## config.mk

```make
export PLATFORM = sky130hd
export DESIGN_NAME = pwm_meas_timers
export DESIGN_NICKNAME = d
export VERILOG_FILES = /design/src/tmr_pkg.sv /design/src/pwm_meas_timers.sv /design/src/sec_timer.sv
export VERILOG_INCLUDE_DIRS = /design/src
export SDC_FILE = /design/constraint.sdc
export NUM_CORES = 1
export LEC_CHECK = 0
export BUFFER_PORTS_ARGS = -buffer_cell sky130_fd_sc_hd__buf_2
export CAP_MARGIN = 20
export CORE_MARGIN = 2
export CORE_UTILIZATION = 35
export DETAILED_ROUTE_END_ITERATION = 8
export PLACE_DENSITY_LB_ADDON = 0.1
export SYNTH_ARGS = -nofsm -noshare
export SYNTH_HDL_FRONTEND = slang
export SYNTH_SLANG_ARGS = --single-unit
```

## constraint.sdc

```tcl
create_clock -name SYS_CLK -period 4 [get_ports SYS_CLK]
set_input_delay 0 -clock SYS_CLK [delete_from_list [all_inputs] [get_ports SYS_CLK]]
set_output_delay 0 -clock SYS_CLK [all_outputs]
set_load 0.01 [all_outputs]
```

## src/tmr_consts.svh

```systemverilog
// constants of the pwm and measurement timer block
// assumes byte addresses on an 8-bit apb address, one word per register
// Notes on behaviour
// - general timer runs pulse width modulation when mode bits 2:0 are all one
// - mode bit 5 low gives 16-bit modulator, high gives 8-bit with prescaler
// - software trigger: setting start flag starts modulation and drives the wave
// - external trigger: modulation starts on trigger pin edge while start flag is one
// - trigger edge is falling with mode bit 3 low, rising with it high
// - write while halted loads both reload register and counter
// - once started the wave runs continuously and further triggers are ignored
// - 16-bit: high for m clock periods, cycle of 2^16-1 clock periods
// - request bit of general timer sets at every falling edge of the wave; not set when a stop ends the pulse
// - reload copied into counter just before next rise; new width next pulse
// - reading the general timer data in modulation gives undefined data
// - 8-bit: low byte is prescaler on selected clock, high byte is modulator
// - prescaler reloads from low byte n at zero, period n+1 clock periods
// - 8-bit: high for (n+1)*m, cycle of (n+1)*(2^8-1) clock periods
// - secondary mode bits 1:0: 00 timer, 01 event count, 10 measurement
// - timer mode counts selected clock only while start flag is one
// - timer mode counts down; at zero sets request, reloads, keeps counting
// - halted write loads reload and counter; running write loads reload only
// - event mode counts pin edges: 00 falling, 01 rising, 10 both
// - mode bit 3 low measures period; result kept in reload register
// - bit 2 low measures falling to falling, high rising to rising
// - on measured edge counter goes to reload, counter clears, counting resumes
// - request set after each transfer except first after start flag set
// - mode bit 3 high measures width, edge to opposite edge
// - in measurement mode a read returns the reload register
// - mode bit 5 is overflow flag: set at zero, cleared by mode write, one at reset
`ifndef TMR_CONSTS_SVH
`define TMR_CONSTS_SVH

// register addresses
`define A_START 8'h00
`define A_GMODE 8'h04
`define A_GDATA 8'h08
`define A_GSTAT 8'h0c
// secondary slots at 0x10, 0x20, 0x30; word index inside a slot
`define S_MODE_IX 2'h0
`define S_DATA_IX 2'h1
`define S_STAT_IX 2'h2

// mode bit positions
`define MB_SEL2 2
`define MB_EDGE 3
`define MB_EXT 4
`define MB_8BIT 5
`define MB_OVF 5
`define SM_TIMER 2'b00
`define SM_EVENT 2'b01
`define SM_MEAS 2'b10

// status bits
`define GS_IRQ 0
`define GS_WAVE 1
`define GS_RUN 2

// modulator wrap points
`define PWM16_LAST 16'hfffe
`define PWM8_LAST 16'h00fe

// count source divider masks: /2 /16 /64 /512
`define DIV_M0 9'h001
`define DIV_M1 9'h00f
`define DIV_M2 9'h03f
`define DIV_M3 9'h1ff

`define OVF_RST 1'b1

`endif

```

## src/tmr_pkg.sv

```systemverilog
// types shared by the timer block
// assumes tmr_consts.svh supplies the numbers
package tmr_pkg;

  typedef enum logic [1:0] {
    G_STOP = 2'b00,
    G_WAIT = 2'b01,
    G_RUN = 2'b10
  } gstate_type;

  typedef struct packed {
    logic mode_we;
    logic data_we;
    logic clr_we;
    logic [15:0] wdata;
  } sec_wr_type;

  typedef struct packed {
    logic [15:0] data;
    logic ovf;
    logic irq;
  } sec_rd_type;

endpackage

```

## src/pwm_meas_timers.sv

```systemverilog
// pwm general timer plus three secondary timers behind an apb slave
// assumes pins synchronous enough for a two-flop synchroniser, one clock
`timescale 1ns/1ns
`include "tmr_consts.svh"
module pwm_meas_timers (
  input wire logic SYS_CLK,
  input wire logic RSTN,
  input wire logic PSEL,
  input wire logic PENABLE,
  input wire logic PWRITE,
  input wire logic [7:0] PADDR,
  input wire logic [31:0] PWDATA,
  output logic [31:0] PRDATA,
  output logic PREADY,
  output logic PSLVERR,
  input wire logic GENERAL_TIMER_TRIGGER_INPUT,
  input wire logic [2:0] SECONDARY_TIMER_EVENT_INPUT,
  output logic GENERAL_TIMER_WAVE_OUTPUT
);
  import tmr_pkg::*;

  // ****************************************
  // declarations
  // ****************************************
  logic pready_q;
  logic pslverr_q;
  logic [31:0] prdata_q;
  logic [3:0] start_q;
  logic [7:0] gmode_q;
  logic [7:0] smode_q [3];
  logic [15:0] greload_q;
  logic [15:0] gduty_q;
  logic [15:0] gpos_q;
  logic [7:0] gpre_q;
  gstate_type gstate_q;
  gstate_type gstate_d;
  logic wave_q;
  logic wave_d;
  logic girq_q;
  logic gtrig_q;
  logic [3:0] sync1_q;
  logic [3:0] sync2_q;
  logic [8:0] div_q;
  logic [3:0] ticks;
  logic wr_en;
  logic setup;
  logic [31:0] rd_mux;
  logic rd_hit;
  logic pwm_on;
  logic eight;
  logic gtick;
  logic trig_edge;
  logic pstep;
  logic [15:0] glast;
  logic [15:0] gwidth;
  sec_wr_type swr [3];
  sec_rd_type srd [3];

  // ****************************************
  // apb slave
  // ****************************************
  assign setup = PSEL & ~PENABLE;
  assign wr_en = PSEL & PENABLE & PWRITE & pready_q;

  // one-cycle access phase, read data caught at setup
  always_ff @(posedge SYS_CLK)
  begin
    if (!RSTN)
    begin
      pready_q <= 1'b0;
      pslverr_q <= 1'b0;
      prdata_q <= 32'h0000_0000;
    end
    else
    begin
      pready_q <= setup;
      pslverr_q <= setup & ~rd_hit;
      if (setup)
        prdata_q <= (rd_hit & ~PWRITE) ? rd_mux : 32'h0000_0000;
    end
  end

  // read mux and address decode
  always_comb
  begin
    rd_mux = 32'h0000_0000;
    rd_hit = 1'b1;
    unique case (PADDR)
      `A_START: rd_mux[3:0] = start_q;
      `A_GMODE: rd_mux[7:0] = gmode_q;
      `A_GDATA: rd_mux = 32'h0000_0000; // no usable value
      `A_GSTAT:
      begin
        rd_mux[`GS_IRQ] = girq_q;
        rd_mux[`GS_WAVE] = wave_q;
        rd_mux[`GS_RUN] = (gstate_q == G_RUN);
      end
      default:
      begin
        rd_hit = 1'b0;
        for (int i = 0; i < 3; i++)
        begin
          if (PADDR[7:6] == 2'b00 && PADDR[5:4] == 2'(i + 1) && PADDR[1:0] == 2'b00)
          begin
            if (PADDR[3:2] == `S_MODE_IX)
            begin
              rd_hit = 1'b1;
              rd_mux[7:0] = smode_q[i];
              rd_mux[`MB_OVF] = srd[i].ovf;
            end
            else if (PADDR[3:2] == `S_DATA_IX)
            begin
              rd_hit = 1'b1;
              rd_mux[15:0] = srd[i].data;
            end
            else if (PADDR[3:2] == `S_STAT_IX)
            begin
              rd_hit = 1'b1;
              rd_mux[0] = srd[i].irq;
            end
          end
        end
      end
    endcase
  end

  // start flags and general mode register
  always_ff @(posedge SYS_CLK)
  begin
    if (!RSTN)
    begin
      start_q <= 4'h0;
      gmode_q <= 8'h00;
    end
    else if (wr_en)
    begin
      if (PADDR == `A_START)
        start_q <= PWDATA[3:0];
      if (PADDR == `A_GMODE)
        gmode_q <= PWDATA[7:0];
    end
  end

  // ****************************************
  // count source divider and synchronisers
  // ****************************************
  always_ff @(posedge SYS_CLK)
  begin
    if (!RSTN)
      div_q <= 9'h000;
    else
      div_q <= div_q + 9'h001;
  end

  assign ticks[0] = ((div_q & `DIV_M0) == `DIV_M0);
  assign ticks[1] = ((div_q & `DIV_M1) == `DIV_M1);
  assign ticks[2] = ((div_q & `DIV_M2) == `DIV_M2);
  assign ticks[3] = ((div_q & `DIV_M3) == `DIV_M3);

  // two-flop synchronisers for all pins
  always_ff @(posedge SYS_CLK)
  begin
    if (!RSTN)
    begin
      sync1_q <= 4'h0;
      sync2_q <= 4'h0;
    end
    else
    begin
      sync1_q <= {SECONDARY_TIMER_EVENT_INPUT, GENERAL_TIMER_TRIGGER_INPUT};
      sync2_q <= sync1_q;
    end
  end

  // ****************************************
  // general timer in modulation mode
  // ****************************************
  assign pwm_on = &gmode_q[2:0];
  assign eight = gmode_q[`MB_8BIT];
  assign gtick = ticks[gmode_q[7:6]];
  assign trig_edge = gmode_q[`MB_EDGE] ? (sync2_q[0] & ~gtrig_q) :
                     (~sync2_q[0] & gtrig_q);
  assign pstep = eight ? (gtick & (gpre_q == 8'h00)) : gtick;
  assign glast = eight ? `PWM8_LAST : `PWM16_LAST;
  assign gwidth = eight ? {8'h00, greload_q[15:8]} : greload_q;

  // trigger pin history
  always_ff @(posedge SYS_CLK)
  begin
    if (!RSTN)
      gtrig_q <= 1'b0;
    else
      gtrig_q <= sync2_q[0];
  end

  // run state
  always_comb
  begin
    gstate_d = gstate_q;
    if (!pwm_on || !start_q[0])
      gstate_d = G_STOP;
    else
    begin
      unique case (gstate_q)
        G_STOP: gstate_d = gmode_q[`MB_EXT] ? G_WAIT : G_RUN;
        G_WAIT:
        begin
          if (trig_edge)
            gstate_d = G_RUN;
        end
        G_RUN: gstate_d = G_RUN; // triggers ignored
        default: gstate_d = G_STOP;
      endcase
    end
  end

  always_ff @(posedge SYS_CLK)
  begin
    if (!RSTN)
      gstate_q <= G_STOP;
    else
      gstate_q <= gstate_d;
  end

  // reload register: written at any time
  always_ff @(posedge SYS_CLK)
  begin
    if (!RSTN)
      greload_q <= 16'h0000;
    else if (wr_en && PADDR == `A_GDATA)
      greload_q <= PWDATA[15:0];
  end

  // counter side: width, position and prescaler
  always_ff @(posedge SYS_CLK)
  begin
    if (!RSTN)
    begin
      gpos_q <= 16'h0000;
      gduty_q <= 16'h0000;
      gpre_q <= 8'h00;
    end
    else if (gstate_q != G_RUN)
    begin
      gpos_q <= 16'h0000;
      gduty_q <= gwidth; // halted counter follows reload
      gpre_q <= greload_q[7:0];
    end
    else
    begin
      if (eight && gtick)
        gpre_q <= (gpre_q == 8'h00) ? greload_q[7:0] : gpre_q - 8'h01;
      if (pstep)
      begin
        if (gpos_q == glast)
        begin
          gpos_q <= 16'h0000;
          gduty_q <= gwidth; // new width just before the rise
        end
        else
          gpos_q <= gpos_q + 16'h0001;
      end
    end
  end

  // wave is high for the first width steps of each cycle
  assign wave_d = (gstate_d == G_RUN) & (gstate_q == G_RUN) & (gpos_q < gduty_q);

  always_ff @(posedge SYS_CLK)
  begin
    if (!RSTN)
      wave_q <= 1'b0;
    else
      wave_q <= wave_d;
  end

  // request on each falling wave edge except one caused by a stop, set wins over clear
  always_ff @(posedge SYS_CLK)
  begin
    if (!RSTN)
      girq_q <= 1'b0;
    else if (gstate_q == G_RUN && gstate_d == G_RUN && wave_q && !wave_d) // none on stop
      girq_q <= 1'b1;
    else if (wr_en && PADDR == `A_GSTAT && PWDATA[`GS_IRQ])
      girq_q <= 1'b0;
  end

  // ****************************************
  // secondary timers
  // ****************************************
  for (genvar i = 0; i < 3; i++)
  begin : g_sec
    logic slot;
    assign slot = (PADDR[7:6] == 2'b00) && (PADDR[5:4] == 2'(i + 1)) &&
                  (PADDR[1:0] == 2'b00);
    assign swr[i].mode_we = wr_en & slot & (PADDR[3:2] == `S_MODE_IX);
    assign swr[i].data_we = wr_en & slot & (PADDR[3:2] == `S_DATA_IX);
    assign swr[i].clr_we = wr_en & slot & (PADDR[3:2] == `S_STAT_IX) & PWDATA[0];
    assign swr[i].wdata = PWDATA[15:0];

    // mode register
    always_ff @(posedge SYS_CLK)
    begin
      if (!RSTN)
        smode_q[i] <= 8'h00;
      else if (swr[i].mode_we)
        smode_q[i] <= PWDATA[7:0];
    end

    sec_timer u_sec (
      .clk(SYS_CLK),
      .rst_n(RSTN),
      .mode(smode_q[i]),
      .run(start_q[i + 1]),
      .ticks(ticks),
      .pin_s(sync2_q[i + 1]),
      .wr(swr[i]),
      .rd(srd[i])
    );
  end

  // ****************************************
  // outputs
  // ****************************************
  assign PRDATA = prdata_q;
  assign PREADY = pready_q;
  assign PSLVERR = pslverr_q;
  assign GENERAL_TIMER_WAVE_OUTPUT = wave_q;
endmodule

```

## src/sec_timer.sv

```systemverilog
// one secondary timer: timer, event count and measurement modes
// assumes a synchronised pin level and one-cycle count source enables
`timescale 1ns/1ns
`include "tmr_consts.svh"
module sec_timer (
  input wire logic clk,
  input wire logic rst_n,
  input wire logic [7:0] mode,
  input wire logic run,
  input wire logic [3:0] ticks,
  input wire logic pin_s,
  input tmr_pkg::sec_wr_type wr,
  output tmr_pkg::sec_rd_type rd
);
  import tmr_pkg::*;

  logic [15:0] cnt_q;
  logic [15:0] rel_q;
  logic pin_q;
  logic first_q;
  logic irq_q;
  logic ovf_q;
  logic tick;
  logic rise;
  logic fall;
  logic ev;
  logic is_meas;
  logic meas_edge;
  logic down_step;
  logic wrap;
  logic meas_hit;
  logic meas_roll;

  // ****************************************
  // step and edge decode
  // ****************************************
  assign tick = ticks[mode[7:6]];
  assign rise = pin_s & ~pin_q;
  assign fall = ~pin_s & pin_q;
  assign is_meas = (mode[1:0] == `SM_MEAS);
  assign ev = (mode[3:2] == 2'b00) ? fall :
              (mode[3:2] == 2'b01) ? rise :
              (mode[3:2] == 2'b10) ? (rise | fall) : 1'b0;
  // width: any edge; period: like edges
  assign meas_edge = mode[`MB_EDGE] ? (rise | fall) :
                     (mode[`MB_SEL2] ? rise : fall);
  assign down_step = run & (((mode[1:0] == `SM_TIMER) & tick) |
                     ((mode[1:0] == `SM_EVENT) & ev));
  assign wrap = down_step & (cnt_q == 16'h0000);
  assign meas_hit = is_meas & run & meas_edge;
  assign meas_roll = is_meas & run & tick & ~meas_edge & (&cnt_q);

  // pin history for edges
  always_ff @(posedge clk)
  begin
    if (!rst_n)
      pin_q <= 1'b0;
    else
      pin_q <= pin_s;
  end

  // counter and reload register
  always_ff @(posedge clk)
  begin
    if (!rst_n)
    begin
      cnt_q <= 16'h0000;
      rel_q <= 16'h0000;
    end
    else if (wr.data_we & ~run)
    begin
      cnt_q <= wr.wdata;
      rel_q <= wr.wdata;
    end
    else
    begin
      if (wr.data_we)
        rel_q <= wr.wdata;
      if (meas_hit)
      begin
        // a tick on the edge cycle closes the old span, so no tick is lost
        rel_q <= tick ? cnt_q + 16'h0001 : cnt_q;
        cnt_q <= 16'h0000;
      end
      else if (is_meas & run & tick)
        cnt_q <= cnt_q + 16'h0001;
      else if (wrap)
        cnt_q <= rel_q;
      else if (down_step)
        cnt_q <= cnt_q - 16'h0001;
    end
  end

  // first transfer after start is silent
  always_ff @(posedge clk)
  begin
    if (!rst_n)
      first_q <= 1'b1;
    else if (!run)
      first_q <= 1'b1;
    else if (meas_hit)
      first_q <= 1'b0;
  end

  // request flag, set wins over clear
  always_ff @(posedge clk)
  begin
    if (!rst_n)
      irq_q <= 1'b0;
    else if (wrap | (meas_hit & ~first_q))
      irq_q <= 1'b1;
    else if (wr.clr_we)
      irq_q <= 1'b0;
  end

  // overflow flag, set wins over mode write
  always_ff @(posedge clk)
  begin
    if (!rst_n)
      ovf_q <= `OVF_RST;
    else if (wrap | meas_roll)
      ovf_q <= 1'b1;
    else if (wr.mode_we)
      ovf_q <= 1'b0;
  end

  assign rd.data = is_meas ? rel_q : cnt_q;
  assign rd.ovf = ovf_q;
  assign rd.irq = irq_q;
endmodule

```

# --- Word level (Yosys, flattened, before mapping) ---
# Memories as Yosys holds them, arrays and structs flattened.
# Cells that the tools add are included.
# W data, S select, Z words.
word_totals:
  ff_bits: 232
  mem_bits_rw: 24
  word_cells: 369
  memories: 1
mem_list:
  columns: ["name", "depth", "word_bits", "read_ports", "rd_clocked_by_memory_dff", "wr", "line_no", "text"]
  rows:
  - ["smode_q", 3, 8, 3, 0, 3, "pwm_meas_timers.sv:30", "logic [7:0] smode_q [3];"]
op_classes:
  addsub: 9
  order_cmp: 5
  n_eq_ne: 28
  muxes: 129
  bitwise: 101
  reduce_logical: 62
op_table:
  columns: ["operator", "n"]
  rows:
  - ["$mux W16", 41]
  - ["$mux W8", 13]
  - ["$mux W15", 6]
  - ["$and A1 B1 Y1", 65]
  - ["$add A16 B1 Y16 const B", 4]
  - ["$mux W1", 58]
  - ["$logic_not A16 Y1", 3]
  - ["$reduce_and A16 Y1", 3]
  - ["$sub A16 B1 Y16 const B", 3]
  - ["$eq A2 B2 Y1 const B", 11]
  - ["$not A1 Y1", 21]
  - ["$logic_not A2 Y1", 10]
  - ["$eq A2 B1 Y1 const B", 9]
  - ["$eq A16 B16 Y1", 1]
  - ["$eq A8 B4 Y1 const B", 2]
  - ["$logic_not A8 Y1", 2]
  - ["$lt A16 B16 Y1", 1]
  - ["$or A1 B1 Y1", 15]
  - ["$reduce_bool A5 Y1", 3]
  - ["$reduce_bool A2 Y1", 7]
  - ["$logic_and A1 B1 Y1", 13]
  - ["$lt A2 B3 Y1 const B", 4]
  - ["$pmux W3 S4", 1]
  - ["$reduce_and A2 Y1", 6]
  - ["19 further kinds", 32]

# --- Longest topological paths before layout ---
# Gate-level depths: netlist (run 1).
# An unclocked memory read counts as a cell.
depth:
  word_depth: 19
  mapped_depth: 15
  mapped_depth_nobuf: 12

# --- Hierarchy ---
# Synthesis (run 1) repeated with hierarchy kept, for this count alone.
unflattened:
  hier_cells: 1916
  area_unflattened_um2: 15781.4
modules_own_cells:
  columns: ["mod", "instances", "cells_per_inst", "area_each_um2", "seq_area_each_um2"]
  rows:
  - ["pwm_meas_timers", 1, 723, 6563.8, 2882.8]
  - ["sec_timer at g_sec[1].u_sec ...", 2, 397, 3055.4, 720.7]
  - ["sec_timer at g_sec[0].u_sec", 1, 399, 3106.7, 720.7]

# --- Least setup slack after synthesis (run 1) ---
# OpenSTA, ideal clock, no wires.
synth_path:
  path_kind: "register to register"
  startpoint: "register div_q[0]"
  endpoint: "register g_sec[1].u_sec.cnt_q[14]"
  setup_ns: 0.119
  t_arrival_ns: 2.690
  t_required_ns: 3.881
  path_slack_ns: 1.192
  path_stages_with_launch: 13
  n_path_buf: 0
  path_cell_list: "dfxtp_1 -> ha_1 -> nand3_1 -> nor2_1 -> and3_1 -> ha_1 -> nand2_1 -> o311a_1 -> nor2_2 -> a22o_2 -> nand2_1 -> a31o_2 -> o221a_2"
synth_between:
  elab_chain_cells: 11
synth_lines:
  columns: ["element", "line_no", "text"]
  rows:
  - ["start, declared", "pwm_meas_timers.sv:43", "logic [8:0] div_q;"]
  - ["start signal, assigned", "pwm_meas_timers.sv:152", "div_q <= div_q + 9'h001;"]
  - ["$eq A9 B9 Y1 (no line) (tied with other cells)", null, null]
  - ["$bmux W1 S2 *", "sec_timer.sv:37", "assign tick = ticks[mode[7:6]];"]
  - ["$mux W1 (not written as such) *", "sec_timer.sv:37", null]
  - ["$and A1 B1 Y1", "sec_timer.sv:47", "assign down_step = run & (((mode[1:0] == `SM_TIMER) & tick) |"]
  - ["$or A1 B1 Y1", "sec_timer.sv:47", null]
  - ["$and A1 B1 Y1", "sec_timer.sv:47", null]
  - ["$and A1 B1 Y1", "sec_timer.sv:49", "assign wrap = down_step & (cnt_q == 16'h0000);"]
  - ["$mux W16", "sec_timer.sv:87", "else if (wrap)"]
  - ["$mux W16", "sec_timer.sv:85", "else if (is_meas & run & tick)"]
  - ["$mux W16", "sec_timer.sv:79", "if (meas_hit)"]
  - ["$mux W16", "sec_timer.sv:70", "else if (wr.data_we & ~run)"]
  - ["end signal, assigned", "sec_timer.sv:72", "cnt_q <= wr.wdata;"]
  - ["end signal, assigned", "sec_timer.sv:86", "cnt_q <= cnt_q + 16'h0001;"]
  - ["end signal, assigned", "sec_timer.sv:88", "cnt_q <= rel_q;"]
  - ["end, declared", "sec_timer.sv:17", "logic [15:0] cnt_q;"]
# Mark *: on every way between the ends. The rest lies on a longest branch, timed or not. The select of a mux whose other input is x is not followed.
# A chain may end at the register's enable or synchronous reset.

# --- Final worst setup path (run 1) ---
layout_path:
  startpoint: "register div_q[0]"
  endpoint: "register g_sec[1].u_sec.cnt_q[3]"
# Same word-level chain as after synthesis.

==> flow_summary.json, run 1 <==
{
  "status": "finished, final reports clean",
  "num_vias": 14100,
  "final.period_utilization_pct": 86.8,
  "worstReg2RegStart": "div_q[0]",
  "grt_max_degree": 66,
  "fin_nets": 1987,
  "maxSlewHeadroom_pct": 31.0,
  "die-height_um": 213,
  "wl_mm": 55.3,
  "area_delta_synth_final_pct": 12.6,
  "synth_cell_type_count": 84,
  "rr_endpoint": "g_sec[1].u_sec.cnt_q[3]",
  "diodes": 0,
  "tightest_slew_ns": 1.03,
  "syn_inst": 1903,
  "switching_share_pct": 25.0,
  "setup_viol": 0,
  "finalHoldViolCount": 0,
  "reg2regPathDepth": 13,
  "crit_chain": "ha_1 -> nand3_1 -> nor2_1 -> and3_1 -> ha_1 -> nand2_1 -> o311a_1 -> nor2_2 -> buf_4 -> o211ai_2 -> o221ai_1 -> a21o_1 -> a211oi_1",
  "fmax_mhz": 288,
  "async_flop_share_pct": 0,
  "critPathArrivalTime_ns": 3.96,
  "holdWs_ns": 0.0958,
  "final_area_um2": 17200,
  "nFillCells": 4488,
  "switchingPower_w": 0.00137,
  "slowest_stage": "o211ai_2",
  "grt_pass1_vias": 13429,
  "antenna_left": 0,
  "worstPathMaxFanout": 17,
  "yosys-top-cells-area": "dfxtp_1 28%, mux2i_1 6.9%, nor2_1 5.3%",
  "cp_slowest_stage_delay_ns": 0.76,
  "fin_skew_ns": 0.0319,
  "hold_class": "input pin to register",
  "dp_hpwl_mm": 37.9,
  "antenna_found_initial": 5,
  "endpoint_kind": "register",
  "grt_overflow": 0,
  "cts.sinks": 237,
  "io_pins": 84,
  "utilization_pct": 39.9,
  "clockBufferDepth": 3,
  "cts_buffers": 30,
  "drt-vias-per-instance": 5.62,
  "wire_per_inst_um": 22.0,
  "ys.flop_type": "dfxtp_1",
  "clk_pin_slew_ns": 0.06,
  "clk_latency_ns": 0.60,
  "p_int_w": 0.00412,
  "worst_ep_required_time_ns": 4.49,
  "power_density_nw_per_um2": 320,
  "first_pass_iters": 5,
  "worstSetupPathType": "register to register",
  "htreeDepth": 1,
  "cp-endpoint": "g_sec[1].u_sec.cnt_q[3]",
  "grt_pass1_wl_mm": 84.4,
  "crit_top_cell": "ha_1",
  "synth_edf_count": 21,
  "first_iter_violations": 1171,
  "cts_tree": "done",
  "critPathLaunch": "div_q[0]",
  "share_comb_of_total_power_pct": 5.8,
  "multi_input_area_um2": 9410,
  "core_um2": 43000,
  "regArea_um2": 4950,
  "grt_setup_unrepaired": "no",
  "cap_violations": 0,
  "ctsRootBufferMaster": "clkbuf_16",
  "drc": 0,
  "p_clk_share_pct": 50.1,
  "cts_resized": 0,
  "crit_buf_inv": 1,
  "die_w_um": 213,
  "crit_family": "compound AO/OA/AOI/OAI gates",
  "grt.total_usage_pct": 24.5,
  "slew_violations": 0,
  "dieArea_um2": 45200,
  "synth-seq-area-share_pct": 32.5,
  "place_congestion": 0.874,
  "yosysTopAreaCell": "dfxtp_1",
  "dp_cells": 2422,
  "rows": 76,
  "seqPwrFrac_pct": 44.1,
  "start_util_pct": 35.5,
  "layout-drive-gt1-share_pct": 9.46,
  "avgSynthCellArea_um2": 8.01,
  "power_leakage_nw": 6.80,
  "ys_seq_elements": 237,
  "critical_path_depth": 13,
  "startpoint_type": "register",
  "numPortBuffers": 51,
  "yosysWarnings": 0,
  "yosysTopAreaCellShare_pct": 28.4,
  "stdcell_count": 2508,
  "period_minus_slack_ns": 3.47,
  "postPlaceCellArea_um2": 15800,
  "ir_drop_mv": 0.324,
  "tns_ns": 0,
  "ff2ff_setup_slack_ns": 0.53,
  "syn_area_um2": 15200
}
[metal layers]
layer	up-vias	wire (um)	global-route usage, %
met2	420	24200	38.1
met4	8	2280	10.2
li1	6776	-	-
met5	-	42	0
met1	6789	25500	34.0
met3	107	3190	3.57
[flip-flops by register name (all words and copies together) (netlist names), 2 cells and up]
name / cells
sync2_q: 4
start_q: 4
smode_q: 21
gpre_q: 8
PRDATA: 16
g_sec.u_sec.ovf_q: 3
gpos_q: 16
g_sec.u_sec.pin_q: 3
g_sec.u_sec.rel_q: 48
g_sec.u_sec.cnt_q: 48
g_sec.u_sec.irq_q: 3
greload_q: 16
gmode_q: 8
g_sec.u_sec.first_q: 3
gstate_q: 2
div_q: 9
gduty_q: 16
sync1_q: 4
[metrics by stage]
stage               setup slack [ns]  power, W
floorplan                       1.19   0.00263
global placement               0.598   0.00276
detailed placement             0.565   0.00276
CTS                            0.504   0.00555
global route                   0.269   0.00566
finish                         0.526   0.00549
[how the worst min path moves through the flow]
| stage | cells after the start | from | to |
|---|---|---|---|
| 4_1_cts | 3 | PADDR[4] | PRDATA[5] |
| 3_5_place_dp | 2 | SECONDARY_TIMER_EVENT_INPUT[0] | sync1_q[1] |
| 2_1_floorplan | 1 | GENERAL_TIMER_TRIGGER_INPUT | sync1_q[0] |
| 6_report | 3 | PADDR[4] | PRDATA[5] |
| 5_1_grt | 3 | PADDR[4] | PRDATA[5] |
| 3_3_place_gp | 2 | SECONDARY_TIMER_EVENT_INPUT[0] | sync1_q[1] |
[cell type report]
cell class,count,share of cell area (%)
clock buffers,49,5.38
clock inverters,4,0.408
inverters,51,1.13
multi-input cells,1460,54.9
flip-flops and latches,237,28.9
well taps,585,4.27
repair buffers,122,5.08
[power by group through the flow]
| stage | Combinational (W) | Sequential, W | Clock (W) |
|---|---|---|---|
| 6_report | 0.000320 | 0.00242 | 0.00275 |
| 3_5_place_dp | 0.000293 | 0.00247 | 0 |
| 5_1_grt | 0.000338 | 0.00242 | 0.00290 |
| 2_1_floorplan | 0.000166 | 0.00247 | 0 |
| 4_1_cts | 0.000317 | 0.00242 | 0.00282 |
| 3_3_place_gp | 0.000293 | 0.00247 | 0 |
[worst reg2reg max path: stages (launching register included)]
cell and delay, ns:
dfxtp_1 0.31, ha_1 0.23, nand3_1 0.10, nor2_1 0.07, and3_1 0.20, ha_1 0.27
nand2_1 0.10, o311a_1 0.34, nor2_2 0.17, buf_4 0.22, o211ai_2 0.76, o221ai_1 0.20
a21o_1 0.19, a211oi_1 0.21
[cells in the mapped netlist (11+ instances only)]
library cell,n
mux2_2,16
and2_1,45
nand2_1,187
o22ai_1,17
buf_4,26
inv_1,50
nor3_1,39
nand2b_1,11
a22o_1,11
edfxtp_1,21
nor4_1,24
nand3_1,62
a21oi_1,121
buf_2,17
and3_1,26
a22oi_1,34
dfxtp_1,216
o21ai_0,64
o221ai_1,23
o211ai_1,27
a211oi_1,54
buf_1,19
ha_1,36
a21o_1,12
xnor2_1,85
mux2i_1,105
xor2_1,59
clkbuf_1,106
nor2b_1,17
nand4_1,26
nor2_1,217
[cells in the final DEF, fill, tap and decap left out, types with 23 or more instances in the layout]
master,n
nand4_1,26
o21ai_0,64
nor2_1,217
o211ai_1,27
and2_1,45
and3_1,26
clkbuf_16,30
a211oi_1,54
buf_2,51
a21oi_1,121
o221ai_1,23
xnor2_1,85
mux2i_1,105
inv_1,49
nand3_1,62
dlygate4sd3_1,33
a22oi_1,34
buf_4,38
nand2_1,187
ha_1,36
xor2_1,59
dfxtp_1,216
nor3_1,39
nor4_1,23
[kinds of logic (layout without fill, tap and decap cells)]
family	after synthesis	count (layout)	synth area share [%]
muxes	122	122	8.23
DFF	237	237	32.5
adders and majority gates	36	36	2.96
buffers and inverters	221	226	6.28
AOI/OAI and AO/OA	451	451	20.3
and+or+nand+nor	691	691	21.4
other	1	16	0.0246
xor gates and xnor gates	144	144	8.28
[repair_timing]
item	CTS	global route
hold endpoints to repair	90	0
buffers inserted	0	0
hold buffers	33	0
(Power assumes the default switching activity.)
==> run 2: changes to the inputs <==
- RECOVER_POWER: not set -> 25
- SKIP_LAST_GASP: not set -> 1
==> run 2 against run 1 <==
Against the previous run: the flow now finishes with violations (max-capacitance violations, max-slew violations); via count shrank 0.33%; sequential share of layout area grew 0.074 points; highest routed layer unchanged; total power is essentially flat; largest cell class unchanged.
==> flow_summary.json, run 2 (synthesis results as in run 1) <==
{
  "antenna_left": 0,
  "place_congestion": 0.874,
  "final_area_um2": 17100,
  "clk_pin_slew_ns": 0.06,
  "layout_common_cells": "217 x nor2_1, 216 x dfxtp_1, 187 x nand2_1, 121 x a21oi_1, 105 x mux2i_1",
  "use_met1_pct": 34.0,
  "grtUsageMet2_pct": 38.1,
  "die_w_um": 213,
  "grt_max_degree": 66,
  "fmax_mhz": 267,
  "worst_ep_required_time_ns": 4.49,
  "slew_violations": 124,
  "min_to": "PRDATA[5]",
  "hold_class": "input pin to register",
  "cts_tree": "done",
  "setup_viol": 0,
  "drt-vias-per-instance": 5.60,
  "fin_ws_ns": 0.258,
  "worstReg2RegStart": "div_q[4]",
  "cap_violations": 3,
  "utilization_pct": 39.8,
  "first_iter_violations": 1136,
  "grt_overflow": 0,
  "postPlaceCellArea_um2": 15800,
  "drc": 0,
  "grt.total_usage_pct": 24.5,
  "power_leakage_nw": 6.69,
  "tightest_slew_ns": 2.59,
  "core_um2": 43000,
  "status": "finished, violations left",
  "startpoint_type": "input pin",
  "wl_mm": 55.3,
  "antenna_found_initial": 5,
  "ir_drop_mv": 0.324,
  "start_util_pct": 35.5,
  "p_total_w": 0.00549,
  "maxSlewHeadroom_pct": -72.9,
  "rr_endpoint": "g_sec[1].u_sec.cnt_q[3]",
  "ctsRootBufferMaster": "clkbuf_16",
  "tns_ns": 0,
  "fin_nets": 1987,
  "final.period_utilization_pct": 93.5,
  "period_minus_slack_ns": 3.74,
  "endpoint_kind": "register",
  "cts.sinks": 237,
  "area_delta_synth_final_pct": 12.3,
  "min_path_cells": 3,
  "wire_per_inst_um": 22.1,
  "cts_post_setup_buffers_inserted": 0,
  "first_pass_iters": 7,
  "finalHoldViolCount": 0,
  "violations": "max-capacitance violations, max-slew violations",
  "io_pins": 84,
  "fin_skew_ns": 0.0316,
  "rows": 76,
  "final_common_cell": "nor2_1",
  "cts_buffers": 30,
  "die-height_um": 213,
  "layout-drive-gt1-share_pct": 8.11,
  "ff2ff_setup_slack_ns": 0.49,
  "grt_pass1_wl_mm": 84.4,
  "clockBufferDepth": 3,
  "reg2regPathDepth": 12,
  "power_density_nw_per_um2": 321,
  "dp_slack_ns": 0.565,
  "diodes": 0,
  "grt_busiest_layer": "met2",
  "critPathArrivalTime_ns": 4.23,
  "numPortBuffers": 51,
  "largestRegisters": "g_sec.u_sec.cnt_q (48), g_sec.u_sec.rel_q (48), smode_q (21)",
  "met3_usage_pct": 3.57,
  "worstPathMaxFanout": 65,
  "grt_setup_unrepaired": "no",
  "htreeDepth": 1,
  "dieArea_um2": 45200,
  "grt_pass1_vias": 13429,
  "nFillCells": 4494,
  "num_vias": 14054,
  "hp-start": "PADDR[4]",
  "dp_hpwl_mm": 37.9,
  "worstSetupPathType": "input pin to register",
  "clk_latency_ns": 0.60
}
-- run 2: changes by cell type in the layout (fill, tap and decap cells not counted), moves of 4 or more --
cell	change
buf_2	-21
clkbuf_1	+25
and2_0	+4
and2_1	-4
buf_4	-4
-- run 2: through the flow --
stage,cells,hold slack (ns)
6_report,2508,0.0967
4_1_cts,2508,0.0552
2_1_floorplan,1918,0.127
3_5_place_dp,2422,0.212
5_1_grt,2508,0.106
3_3_place_gp,2422,0.207
-- run 2: power by group --
group          internal (W)  switching (W)  leakage [nW]
Clock               0.00163        0.00112         0.486
Sequential          0.00241      0.0000128          1.97
Combinational     0.0000840       0.000235          4.24
-- run 2: per-layer routing --
layer	wire length, um	part of all wire, %
met1	25700	46
met2	24300	44
met3	3040	5.5
met4	2270	4.1
met5	42	0.076
-- run 2: how the worst max path moves through the flow --
stage / startpoint / end / cells after the start
final: RSTN / PRDATA[2] / 6
after global routing: RSTN / PRDATA[2] / 6
after CTS: div_q[0] / g_sec[1].u_sec.cnt_q[3] / 13
after detailed placement: div_q[0] / g_sec[1].u_sec.cnt_q[3] / 13
after global placement: div_q[0] / g_sec[1].u_sec.cnt_q[3] / 13
after floorplan: div_q[0] / g_sec[1].u_sec.cnt_q[14] / 12
-- run 2: final cells by class --
cell class | count | area [um2] | share of cell area [%]
Clock buffer | 49 | 922 | 5.39
Clock inverter | 4 | 70.1 | 0.410
Inverter | 51 | 194 | 1.13
Multi-Input combinational cell | 1460 | 9410 | 55.0
Sequential cell | 237 | 4950 | 29.0
Tap cell | 585 | 732 | 4.28
Timing Repair Buffer | 122 | 830 | 4.85
-- run 2: repair_timing --
action	CTS	global route
endpoints found under the hold margin	90	0
hold buffers	33	0
gates resized for setup	0	0
-- run 2: worst max-delay path, stage by stage --
cell and delay, ns:
dlygate4sd3_1 0.53, clkbuf_1 0.39, inv_4 0.68, clkbuf_1 1.89
a31oi_1 0.02, dlygate4sd3_1 0.67
